File: src/logic/uart_pkg.sv
package uart_pkg;
  localparam int unsigned DATA_W = 8;
  localparam int unsigned FMT_W = 5;
  localparam int unsigned FMT_LEN_LO = 0;
  localparam int unsigned FMT_LEN_HI = 1;
  localparam int unsigned FMT_STOP = 2;
  localparam int unsigned FMT_EVEN = 3;
  localparam int unsigned FMT_POFF = 4;
  localparam logic [FMT_W-1:0] FMT_RESET = 5'h03;
  localparam logic [4:0] OVS = 5'h10;
  localparam logic [4:0] HALF = 5'h08;
  localparam logic [4:0] HALF_STOP = 5'h08;
  localparam int unsigned FIFO_DEPTH = 4;
  localparam logic [4:0] TRE_DELAY = 5'h10;
  typedef enum logic [2:0] {
    ST_IDLE = 3'b000, ST_START = 3'b001, ST_DATA = 3'b010,
    ST_PAR = 3'b011, ST_STOP = 3'b100
  } ser_state_type;
endpackage

File: src/logic/uart_if.sv
interface uart_if;
  logic serial_line;
  logic tx_clock_16x;
  logic rx_clock_16x;
  modport dev (input serial_line, input tx_clock_16x, input rx_clock_16x);
  modport far (output serial_line, output tx_clock_16x,
    output rx_clock_16x);
endinterface

File: src/logic/uart_device.sv
module uart_device (
  // clock, reset
  input wire logic mclk_i,
  input wire logic resetn_i,
  input wire logic ce_i,
  input wire logic master_reset_i,
  // link
  uart_if.dev link,
  output logic serial_tx_out_o,
  // transmit side
  input wire logic [7:0] tx_char_in_i,
  input wire logic tx_buffer_load_n_i,
  output logic tx_buffer_empty_o,
  output logic tx_buffer_empty_oe_n_o,
  output logic tx_shift_empty_o,
  // format
  input wire logic format_word_load_i,
  input wire logic [4:0] format_i,
  // receive side
  output logic [7:0] rx_char_out_o,
  output logic rx_char_out_oe_n_o,
  input wire logic rx_output_disable_i,
  input wire logic rx_flag_clear_n_i,
  output logic rx_char_ready_o,
  output logic parity_error_flag_o,
  output logic framing_error_flag_o,
  output logic overrun_flag_o,
  output logic status_oe_n_o,
  input wire logic status_out_disable_i
);
  logic [4:0] fmt_ff;
  logic [7:0] tbuf_ff, rbuf_ff, tsh_ff, rsh_ff;
  logic tbe_ff, tload_d_ff, treq_ff, tre_ff, txo_ff;
  logic [4:0] tre_cnt_ff;
  logic tck_d_ff, rck_d_ff, rxi_d_ff;
  logic [4:0] tsub_ff, rsub_ff;
  logic [2:0] tbit_ff, rbit_ff;
  logic [1:0] tstop_ff;
  logic tpar_ff, rpar_ff;
  uart_pkg::ser_state_type tst_ff, rst_ff;
  logic dr_ff, pe_ff, fe_ff, oe_ff, drr_seen_ff;
  logic roe_ff, soe_ff;
  logic tick_t, tick_r, tx_free;
  logic [2:0] last_bit;
  logic [7:0] tmask;
  assign tick_t = link.tx_clock_16x && !tck_d_ff;
  assign tick_r = link.rx_clock_16x && !rck_d_ff;
  assign last_bit = {1'b1, fmt_ff[uart_pkg::FMT_LEN_HI],
    fmt_ff[uart_pkg::FMT_LEN_LO]};
  assign tmask = 8'hff >> (3'h7 - last_bit);
  // shifter can take a new character: idle or at the last stop tick
  assign tx_free = tst_ff == uart_pkg::ST_IDLE ||
    (tst_ff == uart_pkg::ST_STOP && tstop_ff == 2'h0 &&
     tsub_ff == uart_pkg::OVS - 5'h01);
  assign serial_tx_out_o = txo_ff;
  assign tx_buffer_empty_o = tbe_ff;
  assign tx_shift_empty_o = tre_ff;
  assign rx_char_out_o = rbuf_ff;
  assign rx_char_out_oe_n_o = roe_ff;
  assign rx_char_ready_o = dr_ff;
  assign parity_error_flag_o = pe_ff;
  assign framing_error_flag_o = fe_ff;
  assign overrun_flag_o = oe_ff;
  assign status_oe_n_o = soe_ff;
  assign tx_buffer_empty_oe_n_o = soe_ff;
  // output enables
  always_ff @(posedge mclk_i or negedge resetn_i) begin
    if (!resetn_i) begin
      roe_ff <= 1'b1;
      soe_ff <= 1'b1;
    end else if (ce_i) begin
      roe_ff <= rx_output_disable_i;
      soe_ff <= status_out_disable_i;
    end
  end
  // format word and edge samplers
  always_ff @(posedge mclk_i or negedge resetn_i) begin
    if (!resetn_i) begin
      fmt_ff <= uart_pkg::FMT_RESET;
      tck_d_ff <= 1'b0;
      rck_d_ff <= 1'b0;
      rxi_d_ff <= 1'b1;
      tload_d_ff <= 1'b1;
    end else if (ce_i) begin
      if (format_word_load_i) begin
        fmt_ff <= format_i;
      end
      tck_d_ff <= link.tx_clock_16x;
      rck_d_ff <= link.rx_clock_16x;
      if (tick_r) begin
        rxi_d_ff <= link.serial_line;
      end
      tload_d_ff <= tx_buffer_load_n_i;
    end
  end
  // transmit buffer
  always_ff @(posedge mclk_i or negedge resetn_i) begin
    if (!resetn_i) begin
      tbuf_ff <= 8'h00;
      tbe_ff <= 1'b1;
      treq_ff <= 1'b0;
    end else if (ce_i) begin
      if (master_reset_i) begin
        tbe_ff <= 1'b1;
        treq_ff <= 1'b0;
      end else begin
        if (!tx_buffer_load_n_i) begin
          tbuf_ff <= tx_char_in_i & tmask;
          tbe_ff <= 1'b0;
        end
        if (tx_buffer_load_n_i && !tload_d_ff) begin
          treq_ff <= 1'b1;
        end else if (treq_ff && tx_free && tick_t) begin
          treq_ff <= 1'b0;
          tbe_ff <= 1'b1;
        end
      end
    end
  end
  // transmit shifter
  always_ff @(posedge mclk_i or negedge resetn_i) begin
    if (!resetn_i) begin
      tst_ff <= uart_pkg::ST_IDLE;
      tsh_ff <= 8'h00;
      txo_ff <= 1'b1;
      tsub_ff <= 5'h00;
      tbit_ff <= 3'h0;
      tstop_ff <= 2'h0;
      tpar_ff <= 1'b0;
    end else if (ce_i) begin
      if (master_reset_i) begin
        tst_ff <= uart_pkg::ST_IDLE;
        txo_ff <= 1'b1;
      end else if (tick_t) begin
        case (tst_ff)
          uart_pkg::ST_IDLE: begin
            if (treq_ff) begin
              tsh_ff <= tbuf_ff;
              tpar_ff <= ^tbuf_ff ^ !fmt_ff[uart_pkg::FMT_EVEN];
              txo_ff <= 1'b0;
              tsub_ff <= 5'h00;
              tst_ff <= uart_pkg::ST_START;
            end
          end
          default: begin
            if (tsub_ff == uart_pkg::OVS - 5'h01 ||
                (tst_ff == uart_pkg::ST_STOP && tstop_ff == 2'h1 &&
                 last_bit == 3'h4 && tsub_ff == uart_pkg::HALF_STOP - 5'h01)) begin
              tsub_ff <= 5'h00;
              case (tst_ff)
                uart_pkg::ST_START: begin
                  txo_ff <= tsh_ff[0];
                  tbit_ff <= 3'h0;
                  tst_ff <= uart_pkg::ST_DATA;
                end
                uart_pkg::ST_DATA: begin
                  if (tbit_ff == last_bit) begin
                    if (!fmt_ff[uart_pkg::FMT_POFF]) begin
                      txo_ff <= tpar_ff;
                      tst_ff <= uart_pkg::ST_PAR;
                    end else begin
                      txo_ff <= 1'b1;
                      tstop_ff <= {1'b0, fmt_ff[uart_pkg::FMT_STOP]};
                      tst_ff <= uart_pkg::ST_STOP;
                    end
                  end else begin
                    tsh_ff <= tsh_ff >> 1;
                    txo_ff <= tsh_ff[1];
                    tbit_ff <= tbit_ff + 3'h1;
                  end
                end
                uart_pkg::ST_PAR: begin
                  txo_ff <= 1'b1;
                  tstop_ff <= {1'b0, fmt_ff[uart_pkg::FMT_STOP]};
                  tst_ff <= uart_pkg::ST_STOP;
                end
                uart_pkg::ST_STOP: begin
                  if (tstop_ff == 2'h0 && treq_ff) begin
                    tsh_ff <= tbuf_ff;
                    tpar_ff <= ^tbuf_ff ^ !fmt_ff[uart_pkg::FMT_EVEN];
                    txo_ff <= 1'b0;
                    tst_ff <= uart_pkg::ST_START;
                  end else if (tstop_ff == 2'h0) begin
                    tst_ff <= uart_pkg::ST_IDLE;
                  end else begin
                    tstop_ff <= tstop_ff - 2'h1;
                  end
                end
                default: tst_ff <= uart_pkg::ST_IDLE;
              endcase
            end else begin
              tsub_ff <= tsub_ff + 5'h01;
            end
          end
        endcase
      end
    end
  end
  // transmitter empty flag
  always_ff @(posedge mclk_i or negedge resetn_i) begin
    if (!resetn_i) begin
      tre_ff <= 1'b0;
      tre_cnt_ff <= 5'h00;
    end else if (ce_i) begin
      if (master_reset_i) begin
        tre_ff <= 1'b0;
        tre_cnt_ff <= uart_pkg::TRE_DELAY;
      end else if (tre_cnt_ff != 5'h00) begin
        tre_cnt_ff <= tre_cnt_ff - 5'h01;
        tre_ff <= tre_cnt_ff == 5'h01;
      end else begin
        tre_ff <= tst_ff == uart_pkg::ST_IDLE && !treq_ff;
      end
    end
  end
  // receiver
  always_ff @(posedge mclk_i or negedge resetn_i) begin
    if (!resetn_i) begin
      rst_ff <= uart_pkg::ST_IDLE;
      rsh_ff <= 8'h00;
      rbuf_ff <= 8'h00;
      rsub_ff <= 5'h00;
      rbit_ff <= 3'h0;
      rpar_ff <= 1'b0;
      dr_ff <= 1'b0;
      pe_ff <= 1'b0;
      fe_ff <= 1'b0;
      oe_ff <= 1'b0;
      drr_seen_ff <= 1'b0;
    end else if (ce_i) begin
      if (master_reset_i) begin
        dr_ff <= 1'b0;
        pe_ff <= 1'b0;
        fe_ff <= 1'b0;
        oe_ff <= 1'b0;
        rst_ff <= uart_pkg::ST_IDLE;
      end else begin
        if (!rx_flag_clear_n_i) begin
          dr_ff <= 1'b0;
          drr_seen_ff <= 1'b1;
        end
        if (fmt_ff[uart_pkg::FMT_POFF]) begin
          pe_ff <= 1'b0;
        end
        if (tick_r) begin
          case (rst_ff)
            uart_pkg::ST_IDLE: begin
              if (rxi_d_ff && !link.serial_line) begin
                rsub_ff <= 5'h00;
                rst_ff <= uart_pkg::ST_START;
              end
            end
            uart_pkg::ST_START: begin
              if (rsub_ff == uart_pkg::HALF - 5'h01) begin
                rsub_ff <= 5'h00;
                rbit_ff <= 3'h0;
                rsh_ff <= 8'h00;
                rst_ff <= link.serial_line ? uart_pkg::ST_IDLE
                  : uart_pkg::ST_DATA;
              end else begin
                rsub_ff <= rsub_ff + 5'h01;
              end
            end
            default: begin
              if (rsub_ff == uart_pkg::OVS - 5'h01) begin
                rsub_ff <= 5'h00;
                case (rst_ff)
                  uart_pkg::ST_DATA: begin
                    rsh_ff[rbit_ff] <= link.serial_line;
                    rbit_ff <= rbit_ff + 3'h1;
                    if (rbit_ff == last_bit) begin
                      rst_ff <= fmt_ff[uart_pkg::FMT_POFF] ?
                        uart_pkg::ST_STOP : uart_pkg::ST_PAR;
                    end
                  end
                  uart_pkg::ST_PAR: begin
                    rpar_ff <= link.serial_line;
                    rst_ff <= uart_pkg::ST_STOP;
                  end
                  uart_pkg::ST_STOP: begin
                    rbuf_ff <= rsh_ff;
                    dr_ff <= 1'b1;
                    oe_ff <= dr_ff ? 1'b1 : (drr_seen_ff ? 1'b0 : oe_ff);
                    drr_seen_ff <= 1'b0;
                    fe_ff <= !link.serial_line;
                    pe_ff <= !fmt_ff[uart_pkg::FMT_POFF] &&
                      ((^rsh_ff ^ rpar_ff) == fmt_ff[uart_pkg::FMT_EVEN]);
                    rst_ff <= uart_pkg::ST_IDLE;
                  end
                  default: rst_ff <= uart_pkg::ST_IDLE;
                endcase
              end else begin
                rsub_ff <= rsub_ff + 5'h01;
              end
            end
          endcase
        end
      end
    end
  end
endmodule // uart_device

File: src/flat_wrapper.sv
// flat-port wrapper written by rule: the top's interface ports become plain ports
module uart_device_flat 
  (mclk_i, resetn_i, ce_i, master_reset_i, serial_tx_out_o, tx_char_in_i, tx_buffer_load_n_i, tx_buffer_empty_o, tx_buffer_empty_oe_n_o, tx_shift_empty_o, format_word_load_i, format_i, rx_char_out_o, rx_char_out_oe_n_o, rx_output_disable_i, rx_flag_clear_n_i, rx_char_ready_o, parity_error_flag_o, framing_error_flag_o, overrun_flag_o, status_oe_n_o, status_out_disable_i, link_serial_line, link_tx_clock_16x, link_rx_clock_16x);
  uart_if link_i ();
  input wire logic mclk_i;
  input wire logic resetn_i;
  input wire logic ce_i;
  input wire logic master_reset_i;
  output logic serial_tx_out_o;
  input wire logic [7:0] tx_char_in_i;
  input wire logic tx_buffer_load_n_i;
  output logic tx_buffer_empty_o;
  output logic tx_buffer_empty_oe_n_o;
  output logic tx_shift_empty_o;
  input wire logic format_word_load_i;
  input wire logic [4:0] format_i;
  output logic [7:0] rx_char_out_o;
  output logic rx_char_out_oe_n_o;
  input wire logic rx_output_disable_i;
  input wire logic rx_flag_clear_n_i;
  output logic rx_char_ready_o;
  output logic parity_error_flag_o;
  output logic framing_error_flag_o;
  output logic overrun_flag_o;
  output logic status_oe_n_o;
  input wire logic status_out_disable_i;
  input wire logic [$bits(link_i.serial_line)-1:0] link_serial_line;
  input wire logic [$bits(link_i.tx_clock_16x)-1:0] link_tx_clock_16x;
  input wire logic [$bits(link_i.rx_clock_16x)-1:0] link_rx_clock_16x;
  assign link_i.serial_line = link_serial_line;
  assign link_i.tx_clock_16x = link_tx_clock_16x;
  assign link_i.rx_clock_16x = link_rx_clock_16x;
  uart_device u_core (.mclk_i(mclk_i), .resetn_i(resetn_i), .ce_i(ce_i), .master_reset_i(master_reset_i), .link(link_i), .serial_tx_out_o(serial_tx_out_o), .tx_char_in_i(tx_char_in_i), .tx_buffer_load_n_i(tx_buffer_load_n_i), .tx_buffer_empty_o(tx_buffer_empty_o), .tx_buffer_empty_oe_n_o(tx_buffer_empty_oe_n_o), .tx_shift_empty_o(tx_shift_empty_o), .format_word_load_i(format_word_load_i), .format_i(format_i), .rx_char_out_o(rx_char_out_o), .rx_char_out_oe_n_o(rx_char_out_oe_n_o), .rx_output_disable_i(rx_output_disable_i), .rx_flag_clear_n_i(rx_flag_clear_n_i), .rx_char_ready_o(rx_char_ready_o), .parity_error_flag_o(parity_error_flag_o), .framing_error_flag_o(framing_error_flag_o), .overrun_flag_o(overrun_flag_o), .status_oe_n_o(status_oe_n_o), .status_out_disable_i(status_out_disable_i));
endmodule
File: config.mk
export PLATFORM = sky130hd
export DESIGN_NAME = uart_device_flat
export DESIGN_NICKNAME = d
export VERILOG_FILES = /design/src/logic/uart_pkg.sv /design/src/logic/uart_if.sv /design/src/logic/uart_device.sv /design/src/flat_wrapper.sv
export SDC_FILE = /design/constraint.sdc
export NUM_CORES = 1
export LEC_CHECK = 0
export ABC_AREA = 1
export BUFFER_PORTS_ARGS = -buffer_cell sky130_fd_sc_hd__buf_2
export CAP_MARGIN = 20
export CORE_MARGIN = 4
export CORE_UTILIZATION = 54
export CTS_CLUSTER_SIZE = 24
export DETAILED_ROUTE_END_ITERATION = 10
export PLACE_DENSITY = 0.77
export SLEW_MARGIN = 25
export SYNTH_ARGS = -nofsm -noshare
export SYNTH_HDL_FRONTEND = slang
export SYNTH_SLANG_ARGS = --single-unit
File: constraint.sdc
create_clock -name mclk_i -period 1.9 [get_ports mclk_i]
set_clock_uncertainty 0.1 [all_clocks]
set_input_delay 0 -clock mclk_i [delete_from_list [all_inputs] [get_ports mclk_i]]
set_output_delay 0 -clock mclk_i [all_outputs]
set_load 0.02 [all_outputs]
* Yosys cells after proc, flatten, opt, wreduce, memory -nomap -nowiden
Index checks and enable logic that the tools add are counted.
** Cells by class
- $add $sub $neg :: 7
- Order comparisons :: 2
- Equality and inequality tests :: 35
- Shift operators :: 1
- Muxes and demuxes :: 104
- Bitwise logic cells :: 8
- Reduce and logical (&&, ||, !) cells :: 70
** Operators by type and width (count)
- $mux W8 :: 8
- $mux W3 :: 19
- $mux W1 :: 52
- $mux W5 :: 8
- $reduce_and A6 Y1 :: 6
- $pmux W8 S2 :: 2
- $pmux W3 S2 :: 4
- $reduce_bool A2 Y1 :: 11
- $reduce_and A7 Y1 :: 3
- $reduce_xor A8 Y1 :: 2
- $logic_and A1 B1 Y1 :: 15
- $reduce_bool A3 Y1 :: 5
- $eq A3 B2 Y1 const B :: 4
- $ne A2 B1 Y1 const B :: 6
- $pmux W3 S4 :: 1
- $add A5 B1 Y5 const B :: 2
- $eq A5 B3 Y1 const B :: 2
- $eq A5 B4 Y1 const B :: 2
- $mux W2 :: 5
- $pmux W5 S2 :: 1
- $reduce_and A10 Y1 :: 1
- $reduce_and A2 Y1 :: 5
- $ne A3 B2 Y1 const B :: 3
- $and A8 B8 Y8 :: 1
- other kinds (37) :: 59
** Word-level totals
- Bits in registers :: 83
- Bits of input ports :: 25

* Longest topological paths before layout
Gate-level depths: netlist (run 1).
- Depth after elaboration :: 9
- Depth in mapped cells :: 14
- Mapped depth without buffers :: 14

* Worst setup path before layout (run 1)
No wires, ideal clock.
- Kind :: flip-flop to flip-flop
- Start point :: reg u_core.rsub_ff[0]
- End point :: reg u_core.dr_ff (netlist: u_core.rx_char_ready_o)
- Arrival :: 1.623 ns
- Slack :: 0.037 ns
- Stages on the path, launching flop included :: 10
- Buffers on the path :: 1
- Period minus slack after synthesis :: 1.863 ns
- Cell sequence :: dfrtp_1 -> ha_1 -> nand2_1 -> nor2_1 -> ha_1 -> nand2_1 -> nor2_1 -> inv_1 -> clkbuf_1 -> o21ai_0
** On the way
- Cells in the longest elaborated chain, start to end :: 5
** RTL lines
- start: declaration :: RTL line uart_device.sv:36 : logic [4:0] tsub_ff, rsub_ff;
- start signal: assignment :: RTL line uart_device.sv:261 : rsub_ff <= rsub_ff + 5'h01;
- start signal: assignment :: RTL line uart_device.sv:293 : rsub_ff <= rsub_ff + 5'h01;
- $eq A5 B4 Y1 :: RTL line uart_device.sv:265 : if (rsub_ff == uart_pkg::OVS - 5'h01) begin
- $mux W1 :: RTL line uart_device.sv:265
- $mux W1 :: RTL line uart_device.sv:246 : case (rst_ff)
- $mux W1 :: RTL line uart_device.sv:245 : if (tick_r) begin
- $mux W1 :: RTL line uart_device.sv:231 : if (master_reset_i) begin
- end signal: assignment :: RTL line uart_device.sv:232 : dr_ff <= 1'b0;
- end signal: assignment :: RTL line uart_device.sv:239 : dr_ff <= 1'b0;
- end signal: assignment :: RTL line uart_device.sv:282 : dr_ff <= 1'b1;
- end: declaration :: RTL line uart_device.sv:41 : logic dr_ff, pe_ff, fe_ff, oe_ff, drr_seen_ff;
Every way passes these cells.
A chain may end at the register's enable or synchronous reset.

* Worst setup path in the final report (run 1)
- Start point :: reg u_core.rsub_ff[1]
- End point :: reg u_core.rbit_ff[2]
** On the way
- Cells in the longest elaborated chain, start to end :: 3
- Elaborated cells on any way between the ends :: 5
- Those cells by class :: 3 x eq/ne; 2 x reduce/logical
** RTL lines
- $eq A5 B3 Y1 or $eq A5 B4 Y1 (tied branches) :: RTL line uart_device.sv:254, uart_device.sv:265
- $ne A2 B1 Y1 (no line) or $reduce_bool A2 Y1 (tied branches)
- $reduce_and A7 Y1 (no line) (*)
- end signal: assignment :: RTL line uart_device.sv:270 : rbit_ff <= rbit_ff + 3'h1;
- end: declaration :: RTL line uart_device.sv:37 : logic [2:0] tbit_ff, rbit_ff;
Mark *: on every way between the ends. The rest lies on a longest branch, timed or not.

==> metrics.md, run 1 <==
| Metric | Value |
|---|---|
| Final nets | `751` |
| Pleak | `0.00280 uW` |
| Post-route DRC | `0` |
| R2r worst-path depth | `10` |
| Post-synthesis adder-cell area fraction | `3.02%` |
| Top Ports | `43` |
| Clk root buf | `clkbuf_8` |
| Ys async rst share | `100%` |
| Area leader, netlist | `dfrtp_1` |
| Crit path max fanout | `6` |
| Kind of critical path | `flop to flop` |
| Cell Chain, Critical Path | `ha_2, nand2_2, nor2_4, ha_4, o2111ai_2, nor2_2, buf_6, buf_4, nand4_1, o21ai_0` |
| Post-synth top area share | `41.2%` |
| Synth Area in Simple Gates | `27.9%` |
| CTS tree | `yes` |
| Site row count | `33` |
| Crit path time final | `1.95 ns` |
| Vias in the first global route | `4,204` |
| Clock Sink Count | `83` |
| Post-synthesis cell type count | `36` |
| EDFF count, synth | `0` |
| DR vias | `4,405` |
| Chip height | `99.9 um` |
| Total global routing overflow | `0` |
| Post-Layout Cell Count | `825` |
| Chip width | `99.9 um` |
| CTS buffer count | `9` |
| Iteration-0 DRC Markers | `189` |
| Design area | `5730 um2` |
| Final Hold Vio Count | `0` |
| Synth Flop Type | `dfrtp_1` |
| Sequential share of the synthesized area | `45.8%` |
| Synth Cell Area | `4560 um2` |
| WP data arrival | `2.11 ns` |
| Status | `finished, violations left` |
| Clock buffer depth | `2` |
| Synth top area cells | `dfrtp_1 (41%), nand2_1 (16%), o21ai_0 (8.1%), inv_1 (5.2%), nand3_1 (4.7%)` |
| RSZ-0062 raised after global routing | `true` |
| Clk_lat worst skew | `0.35 ns` |
| Die ar. | `9970 um2` |
| Main combinational cell family by area after synthesis | `simple AND/OR/NAND/NOR gates` |
| DR vias/cell | `5.34` |
| DP Cell Count | `769` |
| Slowest cell on the critical path | `dfrtp_1` |
| Placed cell area | `5020 um2` |
| Crit end category | `flop` |
| Initial antenna violation count | `0` |
| Yosys reg bits | `83` |
| Area grow syn2layout | `25.8%` |
| GRT Resource Usage Total | `22.8%` |
| Setup TNS | `-0.0891 ns` |
| Port Buf Inserts | `42` |
| Max Slew Vio Count | `0` |
| HPWL after DPL | `7.77 mm` |
| Layout cell share with drive strength beyond 1 | `18.9%` |
| Synth Area in Compound Gates | `13.9%` |
| PwrDens | `1100 nW/um2` |
| FF-to-FF setup slack | `-0.05 ns` |
| Fmax | `512 MHz` |
| Syn Inst Count | `611` |
| Starting Density | `55.5%` |
| Element type at the critical path start | `flop` |
| Syn nets | `647` |
| CP required | `2.06 ns` |
| Failing checks | `negative setup slack` |
| Slew @ Worst Pin | `0.501 ns` |
| Pin count of the biggest net entering global routing | `46` |
| Pre-CTS worst setup slack | `-0.0291 ns` |
| Final wirelength | `11.2 mm` |
| Worst rel slew slack | `66.6%` |
| Core area | `8220 um2` |
| Global-route wire length before repair | `18.7 mm` |
| Tcrit/Tclk final | `103%` |
| Gp weighted congestion | `0.929` |
| Hold WC Path Type | `input port to async pin` |
| Pre-Repair DR Iteration Count | `6` |
| Clk pin slew, worst setup/hold paths | `0.09 ns` |
| Post-Synth XOR/XNOR Area | `2.31%` |
| Max cap viols | `0` |
| Post-route setup slack | `-0.0520 ns` |
| Worst vdd ir | `0.503 mV` |
| Mux cell area share after synthesis | `0.247%` |
| Ant. Diodes | `0` |
| Avg WL per Cell | `13.6 um` |
| Mean Syn Cell Area | `7.46 um2` |
| Number of routed nets with antenna violations | `0` |
| Max H-tree Level | `3` |
| Final setup fails | `3` |
| Total Power | `6320 uW` |
| Ys Warns | `0` |
| Worst stage delay on the critical path | `0.39 ns` |
## layer usage
| layer | wire length, um | up-vias | GRT usage [%] | part of all wire, % |
|---|---|---|---|---|
| met5 | 0 | - | 0 | 0 |
| met4 | 153 | 0 | 6.72 | 1.4 |
| met3 | 550 | 16 | 3.27 | 4.9 |
| met2 | 5350 | 115 | 37.5 | 48 |
| met1 | 5120 | 2079 | 31.5 | 46 |
| li1 | - | 2195 | - | - |
## layout make-up
class | instances | area, um2
fillers | 680 | 2480
inverters | 69 | 262
multi-input cells | 450 | 2280
clock buffers | 12 | 155
clock inverters | 4 | 48.8
repair buffers | 102 | 766
well taps | 105 | 131
flip-flops and latches | 83 | 2090
## flip-flops by register name (all words and copies together) (netlist names), 5 cells and up
name	flops
u_core.tsh_ff	8
u_core.tre_cnt_ff	5
u_core.fmt_ff	5
u_core.rsh_ff	8
u_core.rx_char_out_o	8
u_core.rsub_ff	5
u_core.tsub_ff	5
u_core.tbuf_ff	8
## critical path, delay by kind of cell (launching register included)
kind,cells,cell delay (ns)
flip-flops,1,0.39
buffers and inverters,2,0.28
AO/OA/AOI/OAI,2,0.20
AND/OR/NAND/NOR,4,0.50
adder cells (fa/ha/maj),2,0.39
## through the flow
stage	util [%]	hold slack [ns]
final	69.8	0.0565
after global routing	69.8	0.0990
after CTS	67.7	0.0418
after detailed placement	61.1	-0.0949
after global placement	61.1	-0.0931
after floorplan	-	-0.396
## cells in the final DEF (no fill, tap or decap), drive strengths merged, types with 2 or more instances in the layout
master	netlist	layout
a31oi	3	3
nand4	7	7
o2111ai	2	2
xor2	5	5
dfrtp	75	75
clkinv	1	4
nand3	43	43
nand2	195	195
o22ai	3	3
ha	11	11
xnor2	7	7
o21a	2	2
o21ai	81	81
nor3	4	4
clkbuf	6	12
buf	4	69
dlygate4sd3	0	33
a21oi	24	24
dfstp	8	8
nor2	54	55
inv	68	68
## kinds of logic after synthesis
kind of cell	after synthesis
adders and majority gates	11
xor gates and xnor gates	12
and+or+nand+nor	306
buffers and inverters	79
DFF	83
AOI/OAI and AO/OA	119
muxes	1
## Yosys cell counts, drive strengths merged, types with 6 or more instances
cell type,number
nand2,195
o21ai,81
dfrtp,75
inv,68
nor2,54
nand3,43
a21oi,24
ha,11
dfstp,8
nand4,7
xnor2,7
clkbuf,6
## final timing paths
| kind | from | end |
|---|---|---|
| setup reg to reg | u_core.rsub_ff[1]$_DFFE_PN0P_ | u_core.rbit_ff[2]$_DFFE_PN0P_ |
| max in group asynchronous | resetn_i | u_core.serial_tx_out_o$_DFFE_PN1P_ |
| min in group mclk_i | format_word_load_i | u_core.fmt_ff[0]$_DFFE_PN1P_ |
| hold reg to reg | u_core.rx_char_out_o[6]$_DFFE_PN0P_ | u_core.rx_char_out_o[6]$_DFFE_PN0P_ |
| setup / recovery | u_core.rsub_ff[1]$_DFFE_PN0P_ | u_core.rbit_ff[2]$_DFFE_PN0P_ |
| hold / removal | resetn_i | u_core.rx_char_out_o[1]$_DFFE_PN0P_ |
## where the power goes
| group | total [uW] | leakage, uW | switching, uW | internal (uW) |
|---|---|---|---|---|
| logic | 2510 | 0.00167 | 1590 | 928 |
| registers | 2490 | 0.00103 | 320 | 2170 |
| clock network | 1320 | 0.000106 | 639 | 679 |
| total | 6320 | 0.00280 | 2540 | 3780 |
## what timing repair did
item | 4_1_cts | 5_1_grt
setup buffers | 1 | 4
pin swaps | 1 | 9
endpoints found under the hold margin | 114 | 0
hold buffers | 33 | 0
gates resized for setup | 4 | 44
gates cloned | 0 | 2
endpoints found under the setup margin | 9 | 45
No activity file was read; power rests on OpenSTA's default activity.
==> run 2, diff against run 1 <==
--- a/config.mk
+++ b/config.mk
@@ -8,11 +8,14 @@
 export ABC_AREA = 1
 export BUFFER_PORTS_ARGS = -buffer_cell sky130_fd_sc_hd__buf_2
 export CAP_MARGIN = 20
+export CELL_PAD_IN_SITES_DETAIL_PLACEMENT = 0
+export CELL_PAD_IN_SITES_GLOBAL_PLACEMENT = 1
 export CORE_MARGIN = 4
-export CORE_UTILIZATION = 54
+export CORE_UTILIZATION = 39
 export CTS_CLUSTER_SIZE = 24
 export DETAILED_ROUTE_END_ITERATION = 10
-export PLACE_DENSITY = 0.77
+export PLACE_DENSITY_LB_ADDON = 0.1
+export SKIP_LAST_GASP = 1
 export SLEW_MARGIN = 25
 export SYNTH_ARGS = -nofsm -noshare
 export SYNTH_HDL_FRONTEND = slang
==> run 2 against run 1 <==
- the flow now finishes without violations
- total power increased by 8.2%
- cell area increased by 3.2%
- clock power increased by 34%
- die area increased by 35%
- count of clock-buffer cells in the layout increased by 4
- sequential power about the same
- cell count increased by 5.2%
- critical path depth unchanged
- via count decreased by 3.3%
- register-to-register slack improved by 0.08 ns
- first-iteration DRC count increased by 52%
- routed wire length increased by 4.2%
==> metrics.md, run 2 (synthesis gave the netlist of run 1 again) <==
| Metric | Value |
|---|---|
| Number of routed nets with antenna violations | `0 (unchanged)` |
| Iteration-0 DRC Markers | `287 (+52%)` |
| Crit end category | `flop` |
| CP required | `2.06 ns (about the same)` |
| Crit path time final | `1.87 ns (-0.0842 ns)` |
| Fill cell count | `1,122 (+65%)` |
| Max Slew Vio Count | `0 (unchanged)` |
| Kind of critical path | `flop to flop` |
| RSZ-0062 raised after global routing | `true` |
| Clk root buf | `clkbuf_16` |
| Worst vdd ir | `0.557 mV (+11%)` |
| PwrDens | `1160 nW/um2 (+4.9%)` |
| CTS tree | `yes` |
| Chip width | `116 um (+16%)` |
| Starting Density | `39.9% (-16 points)` |
| Ant. Diodes | `0 (unchanged)` |
| Fmax | `535 MHz (+4.5%)` |
| Initial antenna violation count | `0 (unchanged)` |
| Final Hold Vio Count | `0 (unchanged)` |
| Total global routing overflow | `0 (unchanged)` |
| Most common cell after layout, fill and taps aside | `nand2_1` |
| Layout cell share with drive strength beyond 1 | `19.6% (+0.70 points)` |
| CTS buffer count | `9 (unchanged)` |
| Max H-tree Level | `3 (unchanged)` |
| Most frequent cells in the layout | `nand2_1 (189), dfrtp_1 (74), inv_1 (62), o21ai_0 (57), nor2_1 (44)` |
| Clk pin slew, worst setup/hold paths | `0.06 ns (-0.03 ns)` |
| Area grow syn2layout | `29.8%` |
| Post-route DRC | `0 (unchanged)` |
| Final nets | `756 (+0.67%)` |
| Core area | `11,400 um2 (+39%)` |
| Clock Sink Count | `83 (unchanged)` |
| Final setup fails | `0 (-3)` |
| Site row count | `39 (+18%)` |
| Avg WL per Cell | `13.4 um (-0.99%)` |
| Pin count of the biggest net entering global routing | `54 (+17%)` |
| Gp weighted congestion | `0.869 (-6.5%)` |
| Top Ports | `43 (unchanged)` |
| Global-route wire length before repair | `19.6 mm (+4.7%)` |
| Hold WC Path Type | `input port to async pin` |
| DR vias | `4,260 (-3.3%)` |
| Slew @ Worst Pin | `0.411 ns (-0.0904 ns)` |
| Final wirelength | `11.6 mm (+4.2%)` |
| Status | `finished clean` |
| Chip height | `116 um (+16%)` |
| Pleak | `0.00287 uW (+2.6%)` |
| Worst rel slew slack | `72.2% (+5.6 points)` |
| WP data arrival | `2.03 ns (-0.08 ns)` |
| Placed cell area | `5160 um2 (+2.8%)` |
| DP Cell Count | `818 (+6.4%)` |
| GRT Resource Usage Total | `18.5% (-4.3 points)` |
| Clock buffer depth | `2 (unchanged)` |
| Max cap viols | `0 (unchanged)` |
| Port Buf Inserts | `42 (unchanged)` |
| HPWL after DPL | `8.42 mm (+8.4%)` |
| Pre-Repair DR Iteration Count | `4 (-2)` |
| Tcrit/Tclk final | `98.3% (-4.4 points)` |
| Vias in the first global route | `4,099 (-2.5%)` |
| Design area | `5920 um2 (+3.2%)` |
| Crit path max fanout | `6 (unchanged)` |
| Clk_lat worst skew | `0.34 ns (about the same)` |
| Die ar. | `13,500 um2 (+35%)` |
| Post-Layout Cell Count | `868 (+5.2%)` |
| Element type at the critical path start | `flop` |
| DR vias/cell | `4.91 (-8.1%)` |
[run 2: cell count changes in the layout (fill, tap and decap cells not counted), sizes merged]
cell         change
clkbuf           +4
clkinv           -3
buf             +10
bufinv           -1
dlygate4sd3      -4
nor2             -1
[run 2: power breakdown]
| part | total [uW] | switching (uW) | leakage [uW] | internal, uW |
|---|---|---|---|---|
| clock network | 1770 | 672 | 0.000155 | 1100 |
| logic | 2580 | 1570 | 0.00169 | 1010 |
| registers | 2490 | 307 | 0.00103 | 2180 |
| total | 6840 | 2550 | 0.00287 | 4290 |
[run 2: critical path, cell delays in order (launching register included)]
cell       delay [ns]
dfrtp_1          0.36
ha_2             0.20
nand2_2          0.07
nor2_4           0.14
ha_4             0.18
o2111ai_2        0.11
nor2_2           0.21
buf_6            0.17
buf_6            0.12
nand3_2          0.05
o21ai_1          0.08
[run 2: repair_timing]
item / in CTS / in global routing
endpoints found under the hold margin: 116 / 0
setup endpoints to repair: 11 / 38
gates resized for setup: 2 / 47
pin swaps: 0 / 8
gates cloned: 0 / 1
hold buffers: 29 / 0
setup buffers: 0 / 5
[run 2: cell type report]
cell class              count  area, um2  share of cell area [%]
clock buffers              16        312                    5.27
repair buffers            108        821                    13.9
inverters                  69        262                    4.42
flip-flops and latches     83       2090                    35.3
well taps                 143        179                    3.02
multi-input cells         449       2260                    38.1
[run 2: worst paths after layout]
path                                                           from                             endpoint  slack (ns)  depth (start not counted)
worst max-delay path                  u_core.rsub_ff[1]$_DFFE_PN0P_        u_core.rbit_ff[0]$_DFFE_PN0P_        0.03                         10
worst min-delay path                                       resetn_i  u_core.rx_char_out_o[0]$_DFFE_PN0P_        0.04                          2
worst max register to register        u_core.rsub_ff[1]$_DFFE_PN0P_        u_core.rbit_ff[0]$_DFFE_PN0P_        0.03                         10
worst min register to register  u_core.rx_char_out_o[6]$_DFFE_PN0P_  u_core.rx_char_out_o[6]$_DFFE_PN0P_        0.36                          2
max in group asynchronous                                  resetn_i   u_core.serial_tx_out_o$_DFFE_PN1P_        0.99                          3
min in group mclk_i                              format_word_load_i         u_core.fmt_ff[1]$_DFFE_PN1P_        0.09                          3
[run 2: per-stage QoR]
stage / hold slack [ns] / setup slack (ns) / utilization (%) / power [uW] / setup TNS, ns
final: 0.0417 / 0.0322 / 51.8 / 6840 / 0
after CTS: 0.0531 / 0.00369 / 50.5 / 6750 / 0
after floorplan: -0.396 / 0.0370 / - / 4010 / 0
after global routing: 0.0731 / -0.0532 / 51.8 / 7440 / -0.429
after detailed placement: -0.128 / -0.0331 / 45.2 / 4880 / -0.150
after global placement: -0.135 / 0.0326 / 45.2 / 4850 / 0
[run 2: layer usage]
| metal | track usage (%) | share of wire [%] |
|---|---|---|
| met5 | 0 | 0 |
| met4 | 7.35 | 1.7 |
| met3 | 2.90 | 3.5 |
| met2 | 29.7 | 46 |
| met1 | 25.2 | 49 |
==> run 3, diff against run 2 <==
--- a/config.mk
+++ b/config.mk
@@ -11,10 +11,11 @@
 export CELL_PAD_IN_SITES_DETAIL_PLACEMENT = 0
 export CELL_PAD_IN_SITES_GLOBAL_PLACEMENT = 1
 export CORE_MARGIN = 4
-export CORE_UTILIZATION = 39
+export CORE_UTILIZATION = 47
 export CTS_CLUSTER_SIZE = 24
 export DETAILED_ROUTE_END_ITERATION = 10
 export PLACE_DENSITY_LB_ADDON = 0.1
+export RECOVER_POWER = 50
 export SKIP_LAST_GASP = 1
 export SLEW_MARGIN = 25
 export SYNTH_ARGS = -nofsm -noshare
==> constraint.sdc (replaced) <==
create_clock -name mclk_i -period 2.2 [get_ports mclk_i]
set_clock_uncertainty 0.1 [all_clocks]
set_input_delay 0 -clock mclk_i [delete_from_list [all_inputs] [get_ports mclk_i]]
set_output_delay 0 -clock mclk_i [all_outputs]
set_load 0.02 [all_outputs]
==> run 3 against run 2 <==
- flip-flop and latch count is the same
- register-to-register slack improved by 0.16 ns
- sequential power is 13% lower
- combinational power is 28% lower
- cell area fell by 8.2%
- the flow now finishes with violations (max-capacitance violations, max-slew violations)
- largest cell class unchanged
- critical endpoint is now u_core.rsh_ff[1]$_DFFE_PN0P_
==> metrics.md, run 3 (synthesis gave the netlist of run 1 again) <==
| Metric | Value |
|---|---|
| Status | `finished, violations left` |
| Failing checks | `max-capacitance violations, max-slew violations` |
| Chip height | `106 um (-8.3%)` |
| Site row count | `35 (-10%)` |
| Final nets | `728 (-3.7%)` |
| CTS tree | `yes` |
| Pre-Repair DR Iteration Count | `5 (+1)` |
| Hold WC Path Type | `input port to flop` |
| Element type at the critical path start | `flop` |
| Port Buf Inserts | `42 (unchanged)` |
| Fill cell count | `897 (-20%)` |
| Area grow syn2layout | `19.2%` |
| Crit path max fanout | `14 (+8)` |
| Max Slew Vio Count | `30 (+30)` |
| Final core occ | `58.2% (+6.4 points)` |
| Tcrit/Tclk final | `91.2% (-7.1 points)` |
| CTS buffer count | `9 (unchanged)` |
| Kind of critical path | `flop to flop` |
| Post-route setup slack | `0.194 ns (+0.162 ns)` |
| Final wirelength | `10.8 mm (-7.4%)` |
| Most common cell after layout, fill and taps aside | `nand2_1` |
| Setup TNS | `0 ns (unchanged)` |
| Slew @ Worst Pin | `1.66 ns (+1.25 ns)` |
| Clk_lat worst skew | `0.35 ns (about the same)` |
| DR vias/cell | `5.12 (+4.4%)` |
| Clk pin slew, worst setup/hold paths | `0.09 ns (+0.03 ns)` |
| Layout cell share with drive strength beyond 1 | `11.8% (-7.8 points)` |
| Ant. Diodes | `0 (unchanged)` |
| GRT Resource Usage Total | `20.4% (+1.9 points)` |
| HPWL after DPL | `7.84 mm (-6.9%)` |
| Clock Sink Count | `83 (unchanged)` |
| Worst rel slew slack | `-10.5% (-83 points)` |
| PwrDens | `922 nW/um2 (-20%)` |
| Global-route wire length before repair | `18.9 mm (-3.4%)` |
| Initial antenna violation count | `0 (unchanged)` |
| Max H-tree Level | `3 (unchanged)` |
| Setup Fix Bufs, Post-CTS | `0 (unchanged)` |
| Slowest cell on the critical path | `dfrtp_1` |
| Vias in the first global route | `4,104 (+0.12%)` |
| DR vias | `4,228 (-0.75%)` |
| Final setup fails | `0 (unchanged)` |
| WP data arrival | `2.14 ns (+0.11 ns)` |
| Core area | `9330 um2 (-18%)` |
| Top Ports | `43 (unchanged)` |
| Cell Chain, Critical Path | `ha_1, nand2_1, nor2_1, ha_2, o2111ai_1, nor2_2, buf_12, o21ai_0, nand2_1, o21ai_0` |
| Most frequent cells in the layout | `nand2_1 (192), dfrtp_1 (75), o21ai_0 (73), inv_1 (62), nor2_1 (47)` |
| RSZ-0062 raised after global routing | `false` |
| Register area | `2090 um2 (about the same)` |
| Clk root buf | `clkbuf_8` |
| Avg WL per Cell | `13.1 um (-2.6%)` |
| CP required | `2.33 ns (+0.27 ns)` |
| Crit path time final | `2.01 ns (+0.138 ns)` |
| Clock buffer depth | `2 (unchanged)` |
| Iteration-0 DRC Markers | `225 (-22%)` |
| Crit end category | `flop` |
| Pin count of the biggest net entering global routing | `55 (+1.9%)` |
| Worst vdd ir | `0.427 mV (-23%)` |
| Final hold slack | `0.0594 ns (+0.0177 ns)` |
| Pleak | `0.00261 uW (-9.2%)` |
| Worst stage delay on the critical path | `0.39 ns (+0.03 ns)` |
| Fmax | `499 MHz (-6.9%)` |
| Total Power | `5010 uW (-27%)` |
| Number of routed nets with antenna violations | `0 (unchanged)` |
| Gp weighted congestion | `0.846 (-2.6%)` |
| Post-route DRC | `0 (unchanged)` |
| Die ar. | `11,300 um2 (-16%)` |
| Pre-CTS worst setup slack | `0.113 ns (+0.146 ns)` |
| Area of the multi-input gates | `2160 um2 (-4.0%)` |
| Total global routing overflow | `0 (unchanged)` |
| Final Hold Vio Count | `0 (unchanged)` |
| Starting Density | `48.9% (+8.9 points)` |
| Max cap viols | `1 (+1)` |
| Chip width | `106 um (-8.3%)` |
-- run 3: cell count changes in the layout (fill, tap and decap cells not counted), sizes merged --
cell and delta:
buf -40, clkbuf +4, clkinvlp +3, dlygate4sd3 +3
clkinv +1
-- run 3: worst paths after layout --
check	from	to	slack, ns	cells after the start
worst max-delay path	u_core.rsub_ff[0]$_DFFE_PN0P_	u_core.rsh_ff[1]$_DFFE_PN0P_	0.19	10
min in group asynchronous	resetn_i	u_core.rx_char_out_o[0]$_DFFE_PN0P_	0.51	2
worst max register to register	u_core.rsub_ff[0]$_DFFE_PN0P_	u_core.rsh_ff[1]$_DFFE_PN0P_	0.19	10
worst min-delay path	format_word_load_i	u_core.fmt_ff[0]$_DFFE_PN1P_	0.06	3
worst min register to register	u_core.rx_char_out_o[3]$_DFFE_PN0P_	u_core.rx_char_out_o[3]$_DFFE_PN0P_	0.39	2
max in group asynchronous	resetn_i	u_core.fmt_ff[1]$_DFFE_PN1P_	0.42	3
-- run 3: what timing repair did --
item / CTS / global route
hold buffers: 32 / 0
gates resized for setup: 0 / 4
setup endpoints to repair: 0 / 18
hold endpoints to repair: 113 / 0
-- run 3: where the power goes --
| group | internal, uW | switching, uW |
|---|---|---|
| combinational | 647 | 1210 |
| clock | 434 | 552 |
| sequential | 1880 | 282 |
-- run 3: metrics by stage --
stage | area, um2 | cells
2_1_floorplan | 4560 | 611
3_3_place_gp | 4950 | 778
3_5_place_dp | 4950 | 778
4_1_cts | 5440 | 825
5_1_grt | 5430 | 825
6_report | 5430 | 825
-- run 3: critical path: cells and delay by family (launching register included) --
kind | cells | cell delay [ns]
flip-flops | 1 | 0.39
adder cells (fa/ha/maj) | 2 | 0.45
AO/OA/AOI/OAI | 3 | 0.33
AND/OR/NAND/NOR | 4 | 0.46
buffers and inverters | 1 | 0.14
-- run 3: final cells by class --
| type | count | area share, % |
|---|---|---|
| sequential | 83 | 38.4 |
| clock inverter | 4 | 0.507 |
| timing repair buffer | 80 | 10.9 |
| inverter | 69 | 4.77 |
| multi-input combinational | 449 | 39.9 |
| clock buffer | 11 | 2.60 |
| tap | 129 | 2.97 |
-- run 3: layer usage --
metal	vias up	global-route usage (%)	share of wire, %
met4	0	6.12	1.5
met2	98	32.7	44
met1	1968	29.0	49
met5	-	0	0
li1	2151	-	-
met3	11	2.49	4.8
